$ cat src/stp_defs.vh
// Constants for the target-side bus port: opcodes, field positions,
// status and message codes, reset values and timing counts.
// Assumes a 200 MHz core clock; included by the port module only.
`ifndef STP_DEFS_VH
`define STP_DEFS_VH

// ----------------------------------------------------------------
// Opcodes and command byte positions
// ----------------------------------------------------------------
`define STP_OP_MSEL      8'h15
`define STP_OP_FMT       8'h04
`define STP_CMD_LAST     3'h5
`define STP_CB_LUN       3'h1
`define STP_CB_CNT       3'h4
`define STP_CB_ILV_HI    3'h3
`define STP_CB_ILV_LO    3'h4
`define STP_LUN_MSB      7
`define STP_LUN_LSB      5
`define STP_FMT_FLAGS    4:0

// ----------------------------------------------------------------
// Parameter list layout
// ----------------------------------------------------------------
`define STP_IDX_PAGE     8'h04
`define STP_IDX_PLEN     8'h05
`define STP_IDX_ALT_HI   8'h08
`define STP_IDX_ALT_LO   8'h09
`define STP_PAGE_FMT     8'h03
`define STP_PAGE_LEN     8'h16

// ----------------------------------------------------------------
// Status, messages, reset values
// ----------------------------------------------------------------
`define STP_ST_GOOD      8'h00
`define STP_ST_CHECK     8'h02
`define STP_MSG_DONE     8'h00
`define STP_MSG_IDENT    8'h80
`define STP_SPARE_RST    16'h0000

// ----------------------------------------------------------------
// Timing
// ----------------------------------------------------------------
`define STP_CLK_NS       5
`define STP_BUS_FREE_NS  800
`define STP_ARB_NS       2400
`define STP_BUS_FREE_CYC ((`STP_BUS_FREE_NS + `STP_CLK_NS - 1) / `STP_CLK_NS)
`define STP_ARB_CYC      ((`STP_ARB_NS + `STP_CLK_NS - 1) / `STP_CLK_NS)

`endif

$ cat src/stp_port.v
// Target-side bus port with command front end for two drives.
// Assumes bus pins are already synchronous to clk and that the drive
// side answers format starts with fmt_done for the same unit.
`timescale 1ns/1ps
`default_nettype none
`include "stp_defs.vh"

module stp_port (
  input  wire        clk,
  input  wire        reset_n,
  input  wire [2:0]  own_id,
  input  wire        parity_chk_en,
  input  wire [7:0]  sec_per_trk,
  input  wire [15:0] max_cyl,
  input  wire        bsy_in,
  output wire        bsy_out,
  output reg         bsy_oe,
  input  wire        sel_in,
  output wire        sel_out,
  output reg         sel_oe,
  input  wire        rst_in,
  input  wire        atn_in,
  input  wire        ack_in,
  output reg         req_out,
  output wire        cd_out,
  output wire        io_out,
  output wire        msg_out,
  input  wire [7:0]  db_in,
  input  wire        dbp_in,
  output reg  [7:0]  db_out,
  output wire        dbp_out,
  output reg         db_oe,
  output wire        par_valid,
  input  wire        par_ready,
  output wire [7:0]  par_data,
  output reg         fmt_start,
  output reg         fmt_lun,
  output reg  [7:0]  fmt_interleave,
  output reg  [15:0] fmt_spares,
  output reg         fmt_use_lists,
  output reg         fmt_map_mfr,
  input  wire        fmt_done,
  input  wire        fmt_done_lun,
  output reg  [1:0]  lun_busy,
  input  wire        rsg_req,
  input  wire [15:0] rsg_cyl,
  input  wire        rsg_same_free,
  output reg         rsg_valid,
  output reg  [15:0] rsg_spare_cyl,
  input  wire        resel_req,
  input  wire [2:0]  resel_init_id,
  input  wire        resel_lun,
  input  wire        resel_check,
  output reg         resel_done
);

  // ----------------------------------------------------------------
  // States
  // ----------------------------------------------------------------
  localparam ST_IDLE = 4'h0;
  localparam ST_SELD = 4'h1;
  localparam ST_MOUT = 4'h2;
  localparam ST_CMD  = 4'h3;
  localparam ST_DOUT = 4'h4;
  localparam ST_STAT = 4'h5;
  localparam ST_MIN  = 4'h6;
  localparam ST_FWT  = 4'h7;
  localparam ST_ARBW = 4'h8;
  localparam ST_ARB  = 4'h9;
  localparam ST_RSEL = 4'hA;
  localparam ST_RWT  = 4'hB;
  localparam ST_RID  = 4'hC;

  localparam HS_IDLE = 2'h0;
  localparam HS_REQ  = 2'h1;
  localparam HS_REL  = 2'h2;
  localparam HS_LOAD = 2'h3;

  // ----------------------------------------------------------------
  // Functions
  // ----------------------------------------------------------------
  // Phase lines as {msg, cd, io}
  function [2:0] phase_of;
    input [3:0] s;
    begin
      case (s)
        ST_MOUT: phase_of = 3'h6;
        ST_CMD:  phase_of = 3'h2;
        ST_STAT: phase_of = 3'h3;
        ST_MIN:  phase_of = 3'h7;
        ST_RID:  phase_of = 3'h7;
        ST_RSEL: phase_of = 3'h1;
        ST_RWT:  phase_of = 3'h1;
        default: phase_of = 3'h0;
      endcase
    end
  endfunction

  function odd_par;
    input [7:0] b;
    begin
      odd_par = ~^b;
    end
  endfunction

  function [7:0] id_bit;
    input [2:0] id;
    begin
      id_bit = 8'h01 << id;
    end
  endfunction

  // ----------------------------------------------------------------
  // Reset release
  // ----------------------------------------------------------------
  reg  [1:0] rsync_ff;
  wire       rst_n_i = rsync_ff[1];

  always @(posedge clk or negedge reset_n)
  begin
    if (!reset_n)
      rsync_ff <= 2'h0;
    else
      rsync_ff <= {rsync_ff[0], 1'b1};
  end

  // ----------------------------------------------------------------
  // State
  // ----------------------------------------------------------------
  reg  [3:0]  state_ff;
  reg  [3:0]  ret_ff;
  reg  [1:0]  hs_ff;
  reg  [2:0]  phase_ff;
  reg  [7:0]  rx_ff;
  reg  [7:0]  cmd_ff [0:5];
  reg  [2:0]  cidx_ff;
  reg  [7:0]  pidx_ff;
  reg  [7:0]  status_ff;
  reg  [7:0]  alt_hi_ff;
  reg  [15:0] alt_new_ff;
  reg         perr_ff;
  reg         resel_ff;
  reg         cur_lun_ff;
  reg  [8:0]  tmr_ff;
  reg  [15:0] spares_ff [0:1];
  reg  [7:0]  buf_ff [0:1];
  reg         wr_ff;
  reg         rd_ff;
  reg  [1:0]  cnt_ff;

  wire [7:0] op      = cmd_ff[0];
  wire       lun_bad = |cmd_ff[`STP_CB_LUN][`STP_LUN_MSB:`STP_LUN_LSB+1];
  wire       lun_sel = cmd_ff[`STP_CB_LUN][`STP_LUN_LSB];
  wire       buf_room = (cnt_ff != 2'h2);
  wire       pop      = par_valid && par_ready;
  wire       in_xfer  = (state_ff == ST_MOUT) || (state_ff == ST_CMD) ||
                        (state_ff == ST_DOUT) || (state_ff == ST_STAT) ||
                        (state_ff == ST_MIN)  || (state_ff == ST_RID);
  wire       room_ok  = (state_ff != ST_DOUT) || buf_room;
  wire       byte_done = (hs_ff == HS_REL) && !ack_in;
  wire [7:0] above    = db_in & (8'hFE << own_id);
  reg  [7:0] tx_byte;
  reg        cmd_bad;

  always @*
  begin
    case (state_ff)
      ST_STAT: tx_byte = status_ff;
      ST_RID:  tx_byte = `STP_MSG_IDENT | {7'h00, cur_lun_ff};
      default: tx_byte = `STP_MSG_DONE;
    endcase
  end

  // Command screening
  always @*
  begin
    cmd_bad = lun_bad;
    if ((op != `STP_OP_MSEL) && (op != `STP_OP_FMT))
      cmd_bad = 1'b1;
    if ((op == `STP_OP_FMT) && (cmd_ff[`STP_CB_LUN][`STP_FMT_FLAGS] != 5'h00))
      cmd_bad = 1'b1;
    // interleave range
    // Stored low byte, since rx_ff holds the final byte at this point
    if ((op == `STP_OP_FMT) && ((cmd_ff[`STP_CB_ILV_HI] != 8'h00) ||
        (cmd_ff[`STP_CB_ILV_LO] == 8'h00) || (cmd_ff[`STP_CB_ILV_LO] > sec_per_trk)))
      cmd_bad = 1'b1;
    if ((op == `STP_OP_FMT) && lun_busy[lun_sel])
      cmd_bad = 1'b1;
  end

  // ----------------------------------------------------------------
  // Pins
  // ----------------------------------------------------------------
  // open-drain, level comes from oe
  assign bsy_out = 1'b1;
  assign sel_out = 1'b1;
  assign msg_out = phase_ff[2];
  assign cd_out  = phase_ff[1];
  assign io_out  = phase_ff[0];
  assign dbp_out = odd_par(db_out);

  // ----------------------------------------------------------------
  // Two-entry parameter buffer
  // ----------------------------------------------------------------
  assign par_valid = (cnt_ff != 2'h0);
  assign par_data  = buf_ff[rd_ff];

  // ----------------------------------------------------------------
  // Main sequencer
  // ----------------------------------------------------------------
  always @(posedge clk or negedge rst_n_i)
  begin
    if (!rst_n_i)
    begin
      state_ff   <= ST_IDLE;
      ret_ff     <= ST_CMD;
      hs_ff      <= HS_IDLE;
      phase_ff   <= 3'h0;
      rx_ff      <= 8'h00;
      cidx_ff    <= 3'h0;
      pidx_ff    <= 8'h00;
      status_ff  <= `STP_ST_GOOD;
      alt_hi_ff  <= 8'h00;
      alt_new_ff <= `STP_SPARE_RST;
      perr_ff    <= 1'b0;
      resel_ff   <= 1'b0;
      cur_lun_ff <= 1'b0;
      tmr_ff     <= 9'h000;
      spares_ff[0] <= `STP_SPARE_RST;
      spares_ff[1] <= `STP_SPARE_RST;
      buf_ff[0]  <= 8'h00;
      buf_ff[1]  <= 8'h00;
      wr_ff      <= 1'b0;
      rd_ff      <= 1'b0;
      cnt_ff     <= 2'h0;
      bsy_oe     <= 1'b0;
      sel_oe     <= 1'b0;
      req_out    <= 1'b0;
      db_out     <= 8'h00;
      db_oe      <= 1'b0;
      fmt_start  <= 1'b0;
      fmt_lun    <= 1'b0;
      fmt_interleave <= 8'h00;
      fmt_spares <= `STP_SPARE_RST;
      fmt_use_lists <= 1'b0;
      fmt_map_mfr <= 1'b0;
      lun_busy   <= 2'h0;
      rsg_valid  <= 1'b0;
      rsg_spare_cyl <= 16'h0000;
      resel_done <= 1'b0;
      cmd_ff[0] <= 8'h00; cmd_ff[1] <= 8'h00; cmd_ff[2] <= 8'h00;
      cmd_ff[3] <= 8'h00; cmd_ff[4] <= 8'h00; cmd_ff[5] <= 8'h00;
    end
    else
    begin
      fmt_start  <= 1'b0;
      resel_done <= 1'b0;
      rsg_valid  <= 1'b0;
      phase_ff   <= phase_of(state_ff);
      if (in_xfer)
        db_oe <= phase_ff[0];
      // spare in same cylinder or max minus one
      if (rsg_req)
      begin
        rsg_valid     <= 1'b1;
        rsg_spare_cyl <= rsg_same_free ? rsg_cyl : (max_cyl - 16'h0001);
      end
      if (fmt_done)
        lun_busy[fmt_done_lun] <= 1'b0;
      // Buffer bookkeeping; push happens below on data-out bytes
      if (pop)
        rd_ff <= ~rd_ff;
      if (pop && !(byte_done && (state_ff == ST_DOUT)))
        cnt_ff <= cnt_ff - 2'h1;

      if (in_xfer)
      begin
        case (hs_ff)
          HS_IDLE:
            if (phase_ff == phase_of(state_ff) && room_ok)
            begin
              db_out <= tx_byte;
              hs_ff  <= HS_LOAD;
            end
          HS_LOAD:
          begin
            req_out <= 1'b1;
            hs_ff   <= HS_REQ;
          end
          HS_REQ:
            if (ack_in)
            begin
              rx_ff   <= db_in;
              req_out <= 1'b0;
              hs_ff   <= HS_REL;
              if (parity_chk_en && !phase_ff[0] && (dbp_in != odd_par(db_in)))
                perr_ff <= 1'b1;
            end
          default:
            if (!ack_in)
              hs_ff <= HS_IDLE;
        endcase
      end

      case (state_ff)
        ST_IDLE:
        begin
          bsy_oe   <= 1'b0;
          sel_oe   <= 1'b0;
          db_oe    <= 1'b0;
          resel_ff <= 1'b0;
          perr_ff  <= 1'b0;
          cidx_ff  <= 3'h0;
          tmr_ff   <= 9'h000;
          if (sel_in && !bsy_in && (db_in & id_bit(own_id)) != 8'h00)
          begin
            bsy_oe   <= 1'b1;
            state_ff <= ST_SELD;
          end
          else if (resel_req)
          begin
            cur_lun_ff <= resel_lun;
            status_ff  <= resel_check ? `STP_ST_CHECK : `STP_ST_GOOD;
            state_ff   <= ST_ARBW;
          end
        end
        ST_SELD:
          if (!sel_in)
          begin
            ret_ff   <= ST_CMD;
            state_ff <= atn_in ? ST_MOUT : ST_CMD;
          end
        ST_MOUT:
          if (byte_done)
            state_ff <= ret_ff;
        ST_CMD:
          if (byte_done)
          begin
            cmd_ff[cidx_ff] <= rx_ff;
            cidx_ff <= cidx_ff + 3'h1;
            pidx_ff <= 8'h00;
            cur_lun_ff <= lun_sel;
            if (cidx_ff == `STP_CMD_LAST)
            begin
              if (cmd_bad || perr_ff)
              begin
                status_ff <= `STP_ST_CHECK;
                state_ff  <= ST_STAT;
              end
              else if (op == `STP_OP_MSEL && cmd_ff[`STP_CB_CNT] != 8'h00)
              begin
                // Clear any check left by an earlier command
                status_ff <= `STP_ST_GOOD;
                state_ff  <= ST_DOUT;
              end
              else if (op == `STP_OP_MSEL)
              begin
                status_ff <= `STP_ST_GOOD;
                state_ff  <= ST_STAT;
              end
              else
              begin
                fmt_start      <= 1'b1;
                fmt_lun        <= lun_sel;
                fmt_interleave <= cmd_ff[`STP_CB_ILV_LO];
                fmt_spares     <= spares_ff[lun_sel];
                fmt_use_lists  <= 1'b1;
                fmt_map_mfr    <= 1'b1;
                lun_busy[lun_sel] <= 1'b1;
                status_ff      <= `STP_ST_GOOD;
                state_ff       <= ST_FWT;
              end
            end
          end
        ST_DOUT:
          if (byte_done)
          begin
            buf_ff[wr_ff] <= rx_ff;
            wr_ff   <= ~wr_ff;
            if (!pop)
              cnt_ff <= cnt_ff + 2'h1;
            pidx_ff <= pidx_ff + 8'h01;
            if ((pidx_ff == `STP_IDX_PAGE && rx_ff != `STP_PAGE_FMT) ||
                (pidx_ff == `STP_IDX_PLEN && rx_ff != `STP_PAGE_LEN))
              status_ff <= `STP_ST_CHECK;
            if (pidx_ff == `STP_IDX_ALT_HI)
              alt_hi_ff <= rx_ff;
            if (pidx_ff == `STP_IDX_ALT_LO)
              alt_new_ff <= {alt_hi_ff, rx_ff};
            if (pidx_ff + 8'h01 == cmd_ff[`STP_CB_CNT])
              state_ff <= ST_STAT;
          end
        ST_FWT:
          if (fmt_done && fmt_done_lun == cur_lun_ff)
            state_ff <= ST_STAT;
        ST_STAT:
        begin
          if (perr_ff)
            status_ff <= `STP_ST_CHECK;
          if (hs_ff == HS_IDLE && atn_in)
          begin
            ret_ff   <= ST_STAT;
            state_ff <= ST_MOUT;
          end
          else if (byte_done)
          begin
            // Spares commit only with good status, so a bad page is harmless
            if (op == `STP_OP_MSEL && status_ff == `STP_ST_GOOD && !resel_ff)
              spares_ff[cur_lun_ff] <= alt_new_ff;
            state_ff <= ST_MIN;
          end
        end
        ST_MIN:
          if (byte_done)
          begin
            resel_done <= resel_ff;
            state_ff   <= ST_IDLE;
          end
        ST_ARBW:
        begin
          if (bsy_in || sel_in)
            tmr_ff <= 9'h000;
          else if (tmr_ff == `STP_BUS_FREE_CYC)
          begin
            bsy_oe   <= 1'b1;
            db_out   <= id_bit(own_id);
            db_oe    <= 1'b1;
            tmr_ff   <= 9'h000;
            state_ff <= ST_ARB;
          end
          else
            tmr_ff <= tmr_ff + 9'h001;
        end
        ST_ARB:
          if (tmr_ff == `STP_ARB_CYC)
          begin
            tmr_ff <= 9'h000;
            // higher address wins, we back off
            if (above != 8'h00 || sel_in)
            begin
              bsy_oe   <= 1'b0;
              db_oe    <= 1'b0;
              state_ff <= ST_ARBW;
            end
            else
            begin
              sel_oe   <= 1'b1;
              state_ff <= ST_RSEL;
            end
          end
          else
            tmr_ff <= tmr_ff + 9'h001;
        // reselect to finish a disconnected job
        ST_RSEL:
        begin
          db_out <= id_bit(own_id) | id_bit(resel_init_id);
          if (phase_ff[0])
          begin
            bsy_oe   <= 1'b0;
            state_ff <= ST_RWT;
          end
        end
        ST_RWT:
          if (bsy_in)
          begin
            bsy_oe   <= 1'b1;
            sel_oe   <= 1'b0;
            db_oe    <= 1'b0;
            resel_ff <= 1'b1;
            state_ff <= ST_RID;
          end
        ST_RID:
          if (byte_done)
            state_ff <= ST_STAT;
        default:
          state_ff <= ST_IDLE;
      endcase

      // Bus reset from another device drops the connection: state, handshake, REQ, BSY, SEL and data drive
      if (rst_in)
      begin
        state_ff <= ST_IDLE;
        hs_ff    <= HS_IDLE;
        req_out  <= 1'b0;
        bsy_oe   <= 1'b0;
        sel_oe   <= 1'b0;
        db_oe    <= 1'b0;
      end
    end
  end

endmodule // stp_port

`default_nettype wire

$ cat config.mk
export PLATFORM = sky130hd
export DESIGN_NAME = stp_port
export DESIGN_NICKNAME = d
export VERILOG_FILES = /design/src/stp_port.v
export VERILOG_INCLUDE_DIRS = /design/src /design/src/src
export SDC_FILE = /design/constraint.sdc
export NUM_CORES = 1
export LEC_CHECK = 0
export BUFFER_PORTS_ARGS = -buffer_cell sky130_fd_sc_hd__buf_2
export CORE_UTILIZATION = 50
export CTS_CLUSTER_SIZE = 25
export DETAILED_ROUTE_END_ITERATION = 6
export HOLD_SLACK_MARGIN = 0.12
export PLACE_DENSITY_LB_ADDON = 0.15
export RECOVER_POWER = 50
export SYNTH_ARGS = -nofsm -noshare
export SYNTH_HDL_FRONTEND = slang
export SYNTH_SLANG_ARGS = --single-unit
$ cat constraint.sdc
create_clock -name clk -period 6.6 [get_ports clk]
set_input_delay 0.99 -clock clk [delete_from_list [all_inputs] [get_ports clk]]
set_output_delay 0.99 -clock clk [all_outputs]
set_load 0.1 [all_outputs]
# [After elaboration in Yosys (flattened, before gate mapping)]
# Index checks and enable logic that the tools add are counted.
[totals] regBits=237 latchBits=0 ram_bits=0 rom_bits=0 output_inout_bits=75 memories=0
[classes] add_sub_neg=6 multipliers=0 n_div=0 n_lt_le_gt_ge=13 n_eq_ne=65 shifts=3 mux=145 bitwise=17 reduce_logical=90
[ops] cell="two-way mux 8 bit" n=19
[ops] cell="two-way mux 4 bit" n=21
[ops] cell="two-way mux 16 bit" n=5
[ops] cell="one-hot mux 4 bit (13 select lines)" n=1
[ops] cell="bitwise mux 48 bit" n=1
[ops] cell="two-way mux 1 bit" n=48
[ops] cell="!= test 3 bit (second input constant)" n=16
[ops] cell="one-hot mux 8 bit (2 select lines)" n=3
[ops] cell="two-way mux 2 bit" n=22
[ops] cell="bitwise mux 32 bit" n=1
[ops] cell="one-hot mux 8 bit (4 select lines)" n=1
[ops] cell="nonzero test 8 bit" n=4
[ops] cell="two-way mux 9 bit" n=3
[ops] cell="one-hot mux 9 bit (3 select lines)" n=1
[ops] cell="logical AND 1 bit" n=25
[ops] cell="demux 8 bit (select 3 bit)" n=1
[ops] cell="equality test 8 x 3 -> 1 bit (second input constant)" n=3
[ops] cell="equality test 4 bit (second input constant)" n=5
[ops] cell="AND reduction 4 bit" n=5
[ops] cell="nonzero test 2 bit" n=10
[ops] cell="AND reduction 3 bit" n=6
[ops] cell="bitwise AND 8 bit" n=2
[ops] cell="bitwise mux 16 bit" n=1
[ops] cell="demux 16 bit (select 1 bit)" n=1
[ops] cell="other kinds (72)" n=134

# [Depth between registers and ports, before layout]
# Gate-level depths: netlist of the first run.
[logic_depth] ltp_word=15 depth_mapped=10 depth_no_buf=8

# [Worst setup path before layout of the first run]
# OpenSTA, ideal clock, no wires.
[synth_path] path_kind="register to output" startpoint="register db_out[1]" endpoint="output port dbp_out" t_arrival_ps=2873 required_time_ps=5610 slack_ps=2737 path_stages_with_launch=4 path_buffers=0 path_cell_list="dfrtp_1 -> xnor2_1 -> xnor2_1 -> xnor2_1"
[synth_between] elab_chain_cells=1
[synth_lines] element="start, declared" line="stp_port.v:30" source="output reg [7:0] db_out,"
[synth_lines] element="start signal, assigned" line="stp_port.v:282" source="db_out <= tx_byte;"
[synth_lines] element="start signal, assigned" line="stp_port.v:426" source="db_out <= id_bit(own_id);"
[synth_lines] element="start signal, assigned" line="stp_port.v:456" source="db_out <= id_bit(own_id) | id_bit(resel_init_id);"
[synth_lines] element="XNOR reduction 8 bit" line="stp_port.v:102" source="odd_par = ~^b;"
[synth_lines] element="end, declared" line="stp_port.v:31" source="output wire dbp_out,"
# Every way passes these cells.

# [Worst setup path after layout of the first run]
[layout_path] startpoint="register state_ff[2]" endpoint="register fmt_interleave[6]"
[layout_between] elab_chain_cells=2
[layout_lines] element="start, declared" line="stp_port.v:130" source="reg [3:0] state_ff;"
[layout_lines] element="start signal, assigned" line="stp_port.v:331" source="state_ff <= atn_in ? ST_MOUT : ST_CMD;"
[layout_lines] element="start signal, assigned" line="stp_port.v:335" source="state_ff <= ret_ff;"
[layout_lines] element="equality test 4 x 2 -> 1 bit" line="stp_port.v:305" source="case (state_ff)"
[layout_lines] element="AND reduction 6 bit (no line)"
[layout_lines] element="end signal, assigned" line="stp_port.v:365" source="fmt_interleave <= cmd_ff[`STP_CB_ILV_LO];"
[layout_lines] element="end, declared" line="stp_port.v:38" source="output reg [7:0] fmt_interleave,"
# Every way passes these cells.
# A chain may end at the register's enable or synchronous reset.

==> results of run 1 <==
Yosys cell counts, types with 4 or more instances:
library cell / count
sky130_fd_sc_hd__buf_2: 12
sky130_fd_sc_hd__and2_1: 5
sky130_fd_sc_hd__a21oi_1: 28
sky130_fd_sc_hd__buf_1: 6
sky130_fd_sc_hd__a22oi_1: 6
sky130_fd_sc_hd__o31ai_1: 7
sky130_fd_sc_hd__or3_1: 6
sky130_fd_sc_hd__dfrtp_1: 211
sky130_fd_sc_hd__or4_1: 4
sky130_fd_sc_hd__nand2_1: 73
sky130_fd_sc_hd__nor4_1: 9
sky130_fd_sc_hd__nor3b_1: 5
sky130_fd_sc_hd__nand2b_1: 16
sky130_fd_sc_hd__ha_1: 22
sky130_fd_sc_hd__nand4_1: 6
sky130_fd_sc_hd__o21ai_0: 59
sky130_fd_sc_hd__nor2_1: 58
sky130_fd_sc_hd__inv_1: 37
sky130_fd_sc_hd__mux2_2: 165
sky130_fd_sc_hd__and3_1: 11
sky130_fd_sc_hd__a21o_1: 4
sky130_fd_sc_hd__xor2_1: 14
sky130_fd_sc_hd__a211oi_1: 5
sky130_fd_sc_hd__buf_4: 5
sky130_fd_sc_hd__nand3_1: 22
sky130_fd_sc_hd__a31oi_1: 7
sky130_fd_sc_hd__nor2b_1: 10
sky130_fd_sc_hd__o22ai_1: 12
sky130_fd_sc_hd__nand3b_1: 5
sky130_fd_sc_hd__mux2_1: 13
sky130_fd_sc_hd__or2_2: 5
sky130_fd_sc_hd__clkbuf_1: 24
sky130_fd_sc_hd__nor3_1: 13
sky130_fd_sc_hd__xnor2_1: 36
layer usage:
metal,part of all wire (%),track usage (%),vias up
met2,46,36.74,213
met5,0,0,-
met1,47,32.75,3891
met3,5.6,3.242,35
li1,-,-,3823
met4,1.9,5.750,0
path summary, 6_finish.rpt:
kind                                                  to  depth (start not counted)
min in group clk                   rsync_ff[1]$_DFF_PN0_                          0
max reg2reg                fmt_interleave[6]$_DFFE_PN0P_                          7
min                                rsync_ff[1]$_DFF_PN0_                          1
max                        fmt_interleave[6]$_DFFE_PN0P_                          7
max in group asynchronous         pidx_ff[2]$_DFFE_PN0P_                          1
min reg2reg                        rsync_ff[1]$_DFF_PN0_                          0
logic make-up after synthesis:
family,share of synthesized area (%)
DFF,47.98
xor gates and xnor gates,3.960
adders and majority gates,2.670
AOI/OAI and AO/OA,9.594
and+or+nand+nor,13.90
muxes,18.40
buffers and inverters,3.462
other,0.03391
worst max-delay path, stage by stage, from the launching register on:
cell,delay (ns)
sky130_fd_sc_hd__dfrtp_1,0.78
sky130_fd_sc_hd__nor2_1,0.45
sky130_fd_sc_hd__nand3_1,0.30
sky130_fd_sc_hd__nor2_2,0.32
sky130_fd_sc_hd__nand3_1,0.18
sky130_fd_sc_hd__nor4b_2,0.36
sky130_fd_sc_hd__buf_4,0.32
sky130_fd_sc_hd__mux2_2,0.37
registers in the layout (all words and copies together), names as in the netlist, 3 cells and up:
name	cells
spares_ff	32
cmd_ff	24
alt_new_ff	16
buf_ff	16
fmt_spares	16
rsg_spare_cyl	16
tmr_ff	9
alt_hi_ff	8
db_out	8
fmt_interleave	8
op	8
pidx_ff	8
rx_ff	8
state_ff	4
cidx_ff	3
phase_ff	3
area by class of cell:
type                       instances  area share [%]
clock buffer                      34           5.392
clock inverter                     9           1.225
inverter                          37           1.088
multi-input combinational        702           42.15
sequential                       212           41.58
tap                              280           2.745
timing repair buffer             148           5.824
power breakdown:
group	switching (mW)	internal, mW	total (mW)	leakage [nW]
logic	0.880	0.360	1.24	2.89
registers	0.199	1.39	1.59	2.89
clock network	0.527	0.881	1.41	0.417
==> results.cfg, run 1 <==
[pwr]
power.leakage_nw = 6.205
total_power_mw = 4.239
max-vdd-ir-drop_v = 0.001004
power.density_cell_area_nw_per_um2 = 332.2

[logic_synthesis]
yosys.area.top_type_share_pct = 47.74
syn_avg_cell_area_sq_um = 11.07
netlist_instances = 999
yosys_most_used_dff = sky130_fd_sc_hd__dfrtp_1
synth-warning-count = 0
number_of_enable_type_register_cells_in_the_synthesized_netlist = 0
synth.largest_area_cell = sky130_fd_sc_hd__dfrtp_1
ys_seq_area_share_pct = 47.98
async_flop_share_pct = 100.0
syn-cell-area_sq_um = 11060
synthTopCellsByArea = sky130_fd_sc_hd__dfrtp_1, sky130_fd_sc_hd__mux2_2, sky130_fd_sc_hd__xnor2_1
synth_cell_type_count = 81
synth-seq-cells = 212

[finish]
layout_commonest_cell = sky130_fd_sc_hd__dfrtp_1
stdcell_count = 1422
mostFrequentLayoutCells = sky130_fd_sc_hd__dfrtp_1, sky130_fd_sc_hd__mux2_2, sky130_fd_sc_hd__buf_2, sky130_fd_sc_hd__nand2_1, sky130_fd_sc_hd__o21ai_0
final_cell_area_sq_um = 12760
n_antenna_cell = 0
utilization_pct = 58.66
layout.nets = 1218
seqCellArea_sq_um = 5306
layout-area-overhead-vs-synth_pct = 15.40
layout.filler_cells = 1873
final_layout_size_suffix_gt1_share_pct = 31.61
multiInputGateArea_sq_um = 5379

[worst_setup_path]
worst-endpoint-arrival_ns = 3.60
reg2reg_from = state_ff[2]$_DFFE_PN0P_
worstSetupStartpointType = flop
required_time_at_the_worst_slack_endpoint_ns = 7.00
worstSetupEndpointType = flop
setup.worst_path.class = reg2reg
worst-r2r-setup-slack_ns = 3.39
worst_setup_path_startpoint = state_ff[2]$_DFFE_PN0P_
worstPathMaxFanout = 34

[clocking]
cts_hold_buf = 0
cts_num_sinks = 212
cts_tree = built
post-cts-setup-buffers = 0
clock_path_buffers = 3
worst_setup_hold_path_clk_slew_ns = 0.06
clkLatencyLatePin_ns = 0.52
tritoncts.num_buffers = 24
cts_resized = 0
htreeDepth = 1
cts.root.buffer_cell = sky130_fd_sc_hd__clkbuf_16

[sta]
fin_worst_skew_ns = 0.01436
postLayoutSetupSlackWorst_ns = 3.392
slew_viol_final = 43
slew_headroom_pct = -19.07
timing.fmax_mhz = 311.7
unrepaired_setup_endpoints_after_global_routing = false
final_period_minus_worst_setup_slack_ns = 3.208
finalHoldViolCount = 0
period_share_pct = 48.61
totalNegativeSetupSlack_ns = 0
worst_pin_slew_ns = 1.786
setup_violations = 0
holdWs_ns = 0.2418

[run]
cap_viol_max_count = 1

[route]
route.antenna.remaining_nets = 0
via_per_inst = 5.599
wirelength_um = 25270
detailedRoute.firstIterationViolations = 447
post_detailed_route_drc_marker_count = 0
detailedRoute.firstPassIterationCount = 5
post_drt_wl_per_cell_um = 17.77
route.vias.total = 7962

[floorplanning]
pin_count = 146
initial_standard_cell_utilization_of_the_core_pct = 50.83
fp.dieW_um = 150.7
placementRows = 54
fp.dieArea_sq_um = 22720
core_region_area_sq_um = 21760
fp.dieH_um = 150.7

[global_route]
grt_util_overall_pct = 22.97
global_route.overflow_total = 0
global_route_wire_length_before_repair_um = 41310
vias_in_the_first_global_route = 7768
antenna_found_initial = 0
maximum_number_of_pins_on_one_net_before_global_route_repair = 169

[run_status]
outcome = finished, violations left
violations = capacitance limit, slew limit

[placed_design]
gp_congestion = 0.8672
placedCellCount = 1379
dp_worst_setup_slack_ns = 3.338
numPortBuffers = 143
dp.final_hpwl_um = 17220
dpl-instance-area_sq_um = 11950

[worst_hold_path]
hold_path_class = in2async
(Power assumes the default switching activity.)
==> run 2: changes to the inputs <==
--- a/config.mk
+++ b/config.mk
@@ -6,6 +6,7 @@
 export SDC_FILE = /design/constraint.sdc
 export NUM_CORES = 1
 export LEC_CHECK = 0
+export ABC_AREA = 1
 export BUFFER_PORTS_ARGS = -buffer_cell sky130_fd_sc_hd__buf_2
 export CORE_UTILIZATION = 50
 export CTS_CLUSTER_SIZE = 25
==> constraint.sdc (replaced) <==
create_clock -name clk -period 2.73 [get_ports clk]
set_input_delay 0.4095 -clock clk [delete_from_list [all_inputs] [get_ports clk]]
set_output_delay 0.4095 -clock clk [all_outputs]
set_load 0.1 [all_outputs]
==> results.cfg, run 2 <==
[run_status]
outcome = finished, violations left
violations = capacitance limit, slew limit

[worst_setup_path]
worst-endpoint-arrival_ns = 2.91
critPathSlowestCell = sky130_fd_sc_hd__nor2_1
worst-path-stages = 10
worstSetupStartpointType = flop
setup.worst_path.class = reg2reg
critPathBufInv = 1
crit_path_cell_trace = nor2_1 -> inv_1 -> nor2_1 -> nand2_1 -> a21oi_1 -> nor2_1 -> nand2_1 -> nor2_2 -> nand2_1 -> nand2_1
critPathMaxStageDelay_ns = 0.55
worstPathMaxFanout = 7
crit_path_frequent_cell = sky130_fd_sc_hd__nand2_1
cpLargestDelayFamily = simple AND/OR/NAND/NOR gates
worst-r2r-cell-count = 10
worstSetupEndpointType = flop
required_time_at_the_worst_slack_endpoint_ns = 3.13

[sta]
postLayoutSetupSlackWorst_ns = 0.2193
fin_worst_skew_ns = 0.007837
period_share_pct = 91.97
slew_viol_final = 43
finalHoldViolCount = 0
final_period_minus_worst_setup_slack_ns = 2.511
unrepaired_setup_endpoints_after_global_routing = false
setup_violations = 0
timing.fmax_mhz = 398.3
slew_headroom_pct = -42.36
totalNegativeSetupSlack_ns = 0
worst_pin_slew_ns = 2.135

[finish]
layout_commonest_cell = sky130_fd_sc_hd__nand2_1
largest_register_ffs = 32
final_cell_area_sq_um = 12780
final_layout_size_suffix_gt1_share_pct = 15.49
n_antenna_cell = 0
stdcell_count = 1824
layout.nets = 1624
top_regs = spares_ff x32, cmd_ff x24
layout-area-overhead-vs-synth_pct = 17.37
largest_register = spares_ff
mostFrequentLayoutCells = sky130_fd_sc_hd__nand2_1, sky130_fd_sc_hd__dfrtp_1, sky130_fd_sc_hd__o21ai_0, sky130_fd_sc_hd__inv_1, sky130_fd_sc_hd__buf_2

[placed_design]
dp.final_hpwl_um = 19720
placedCellCount = 1775
numPortBuffers = 143
dp_worst_setup_slack_ns = 0.1027
dpl-instance-area_sq_um = 11970
gp_congestion = 0.9143

[clocking]
tritoncts.num_buffers = 24
cts.root.buffer_cell = sky130_fd_sc_hd__clkbuf_16
worst_setup_hold_path_clk_slew_ns = 0.06
clkLatencyLatePin_ns = 0.51
cts_tree = built
cts_num_sinks = 212
htreeDepth = 1
clock_path_buffers = 3

[pwr]
netSwitchingFraction_pct = 39.39
cellInternalPower_mw = 6.011
power.density_cell_area_nw_per_um2 = 775.7
comb_power_share_pct = 31.5
power.leakage_nw = 6.592
total_power_mw = 9.917
seq_power_share_pct = 35.9
switching_power_mw = 3.906
max-vdd-ir-drop_v = 0.0008351
clock_power_share_pct = 32.6

[logic_synthesis]
netlist_instances = 1377
async_flop_share_pct = 100.0
synth.largest_area_cell = sky130_fd_sc_hd__dfrtp_1
synth_cell_type_count = 57
synth_top_cells_by_count = sky130_fd_sc_hd__nand2_1, sky130_fd_sc_hd__dfrtp_1, sky130_fd_sc_hd__o21ai_0, sky130_fd_sc_hd__inv_1, sky130_fd_sc_hd__nor2_1
yosys.area.top_type_share_pct = 48.47
ys_seq_area_share_pct = 48.71
synth-seq-cells = 212
synthTopCellsByArea = sky130_fd_sc_hd__dfrtp_1, sky130_fd_sc_hd__nand2_1, sky130_fd_sc_hd__o21ai_0
synthMostInstantiatedCell = sky130_fd_sc_hd__nand2_1
yosys_most_used_dff = sky130_fd_sc_hd__dfrtp_1
synth-warning-count = 0
syn-cell-area_sq_um = 10890
syn_avg_cell_area_sq_um = 7.911
number_of_enable_type_register_cells_in_the_synthesized_netlist = 0

[route]
route.antenna.remaining_nets = 0
detailedRoute.firstPassIterationCount = 5
via_per_inst = 5.186
detailedRoute.firstIterationViolations = 527
post_detailed_route_drc_marker_count = 0
route.vias.total = 9459
wirelength_um = 27360
post_drt_wl_per_cell_um = 15.00

[floorplanning]
initial_standard_cell_utilization_of_the_core_pct = 51.33
core_region_area_sq_um = 21220
fp.dieW_um = 149.6
fp.dieH_um = 149.6
fp.dieArea_sq_um = 22380
placementRows = 53
pin_count = 146

[worst_hold_path]
hold_path_class = in2reg
hold_depth = 3

[global_route]
maximum_number_of_pins_on_one_net_before_global_route_repair = 47
global_route.overflow_total = 0
antenna_found_initial = 0
grt_util_overall_pct = 24.84
vias_in_the_first_global_route = 8851
global_route_wire_length_before_repair_um = 44150

[run]
cap_viol_max_count = 1
-- run 2: cell types whose count changed after synthesis, moves of 17 or more --
cell                      previous run  this run
sky130_fd_sc_hd__xnor2_1            36        14
sky130_fd_sc_hd__a21oi_1            28        45
sky130_fd_sc_hd__inv_1              37       134
sky130_fd_sc_hd__nand2_1            73       420
sky130_fd_sc_hd__mux2_2            165         1
sky130_fd_sc_hd__nand3_1            22        48
sky130_fd_sc_hd__nor2_1             58       118
sky130_fd_sc_hd__o21ai_0            59       146
sky130_fd_sc_hd__nand4_1             6        35
-- run 2: stage by stage --
| stage | util [%] | hold WS (ns) |
|---|---|---|
| floorplan | - | 0.1139 |
| global placement | 56.41 | 0.1942 |
| detailed placement | 56.41 | 0.1955 |
| CTS | 60.32 | 0.1277 |
| global route | 60.25 | 0.1420 |
| finish | 60.25 | 0.1446 |
-- run 2: final cells by class --
| class | instances | area (sq um) |
|---|---|---|
| Fill cell | 1977 | 8436 |
| Sequential cell | 212 | 5306 |
| Multi-Input combinational cell | 983 | 4855 |
| Timing Repair Buffer | 166 | 914.6 |
| Clock buffer | 36 | 737.0 |
| Inverter | 143 | 546.8 |
| Tap cell | 275 | 344.1 |
| Clock inverter | 8 | 73.82 |
| Timing Repair inverter | 1 | 7.507 |
-- run 2: power groups by stage --
stage	clock, mW	sequential [mW]	combinational [mW]
finish	3.23	3.56	3.12
global route	3.43	3.59	3.36
detailed placement	0	3.62	3.13
floorplan	0	4.16	1.91
CTS	3.30	3.56	3.14
global placement	0	3.62	3.11
-- run 2: cell families after synthesis --
group,synth area share [%]
flip-flops,48.71
AND/OR/NAND/NOR,27.25
multiplexers,0.1034
AO/OA/AOI/OAI,11.72
adder cells (fa/ha/maj),2.527
other,0.03443
XOR/XNOR,2.895
buffers and inverters,6.765
-- run 2: final timing paths --
path / startpoint / end / slack [ns]
max: state_ff[0]$_DFFE_PN0P_ / state_ff[1]$_DFFE_PN0P_ / 0.22
min: rsg_cyl[12] / rsg_spare_cyl[12]$_DFFE_PN0P_ / 0.14
max reg2reg: state_ff[0]$_DFFE_PN0P_ / state_ff[1]$_DFFE_PN0P_ / 0.22
min reg2reg: rsync_ff[0]$_DFF_PN0_ / rsync_ff[1]$_DFF_PN0_ / 0.36
max in group asynchronous: rsync_ff[1]$_DFF_PN0_ / alt_new_ff[6]$_DFFE_PN0P_ / 0.45
min in group asynchronous: reset_n / rsync_ff[1]$_DFF_PN0_ / 0.22
-- run 2: layer usage --
metal,up-vias,part of all wire [%],track usage (%)
li1,4752,-,-
met5,-,0,0
met2,247,47,40.97
met1,4429,46,34.74
met4,0,1.5,5.408
met3,31,4.8,3.476
-- run 2: worst min-delay path, cell delays in order --
cell and delay, ns:
sky130_fd_sc_hd__buf_2 0.07, sky130_fd_sc_hd__o21ai_0 0.07, sky130_fd_sc_hd__nand2_1 0.06
-- run 2: repair_timing --
| item | in CTS | in global routing |
|---|---|---|
| setup buffers | 0 | 2 |
| hold endpoints to repair | 3 | 0 |
| gates resized for setup | 0 | 2 |
| hold buffers | 2 | 0 |
| setup endpoints to repair | 0 | 25 |
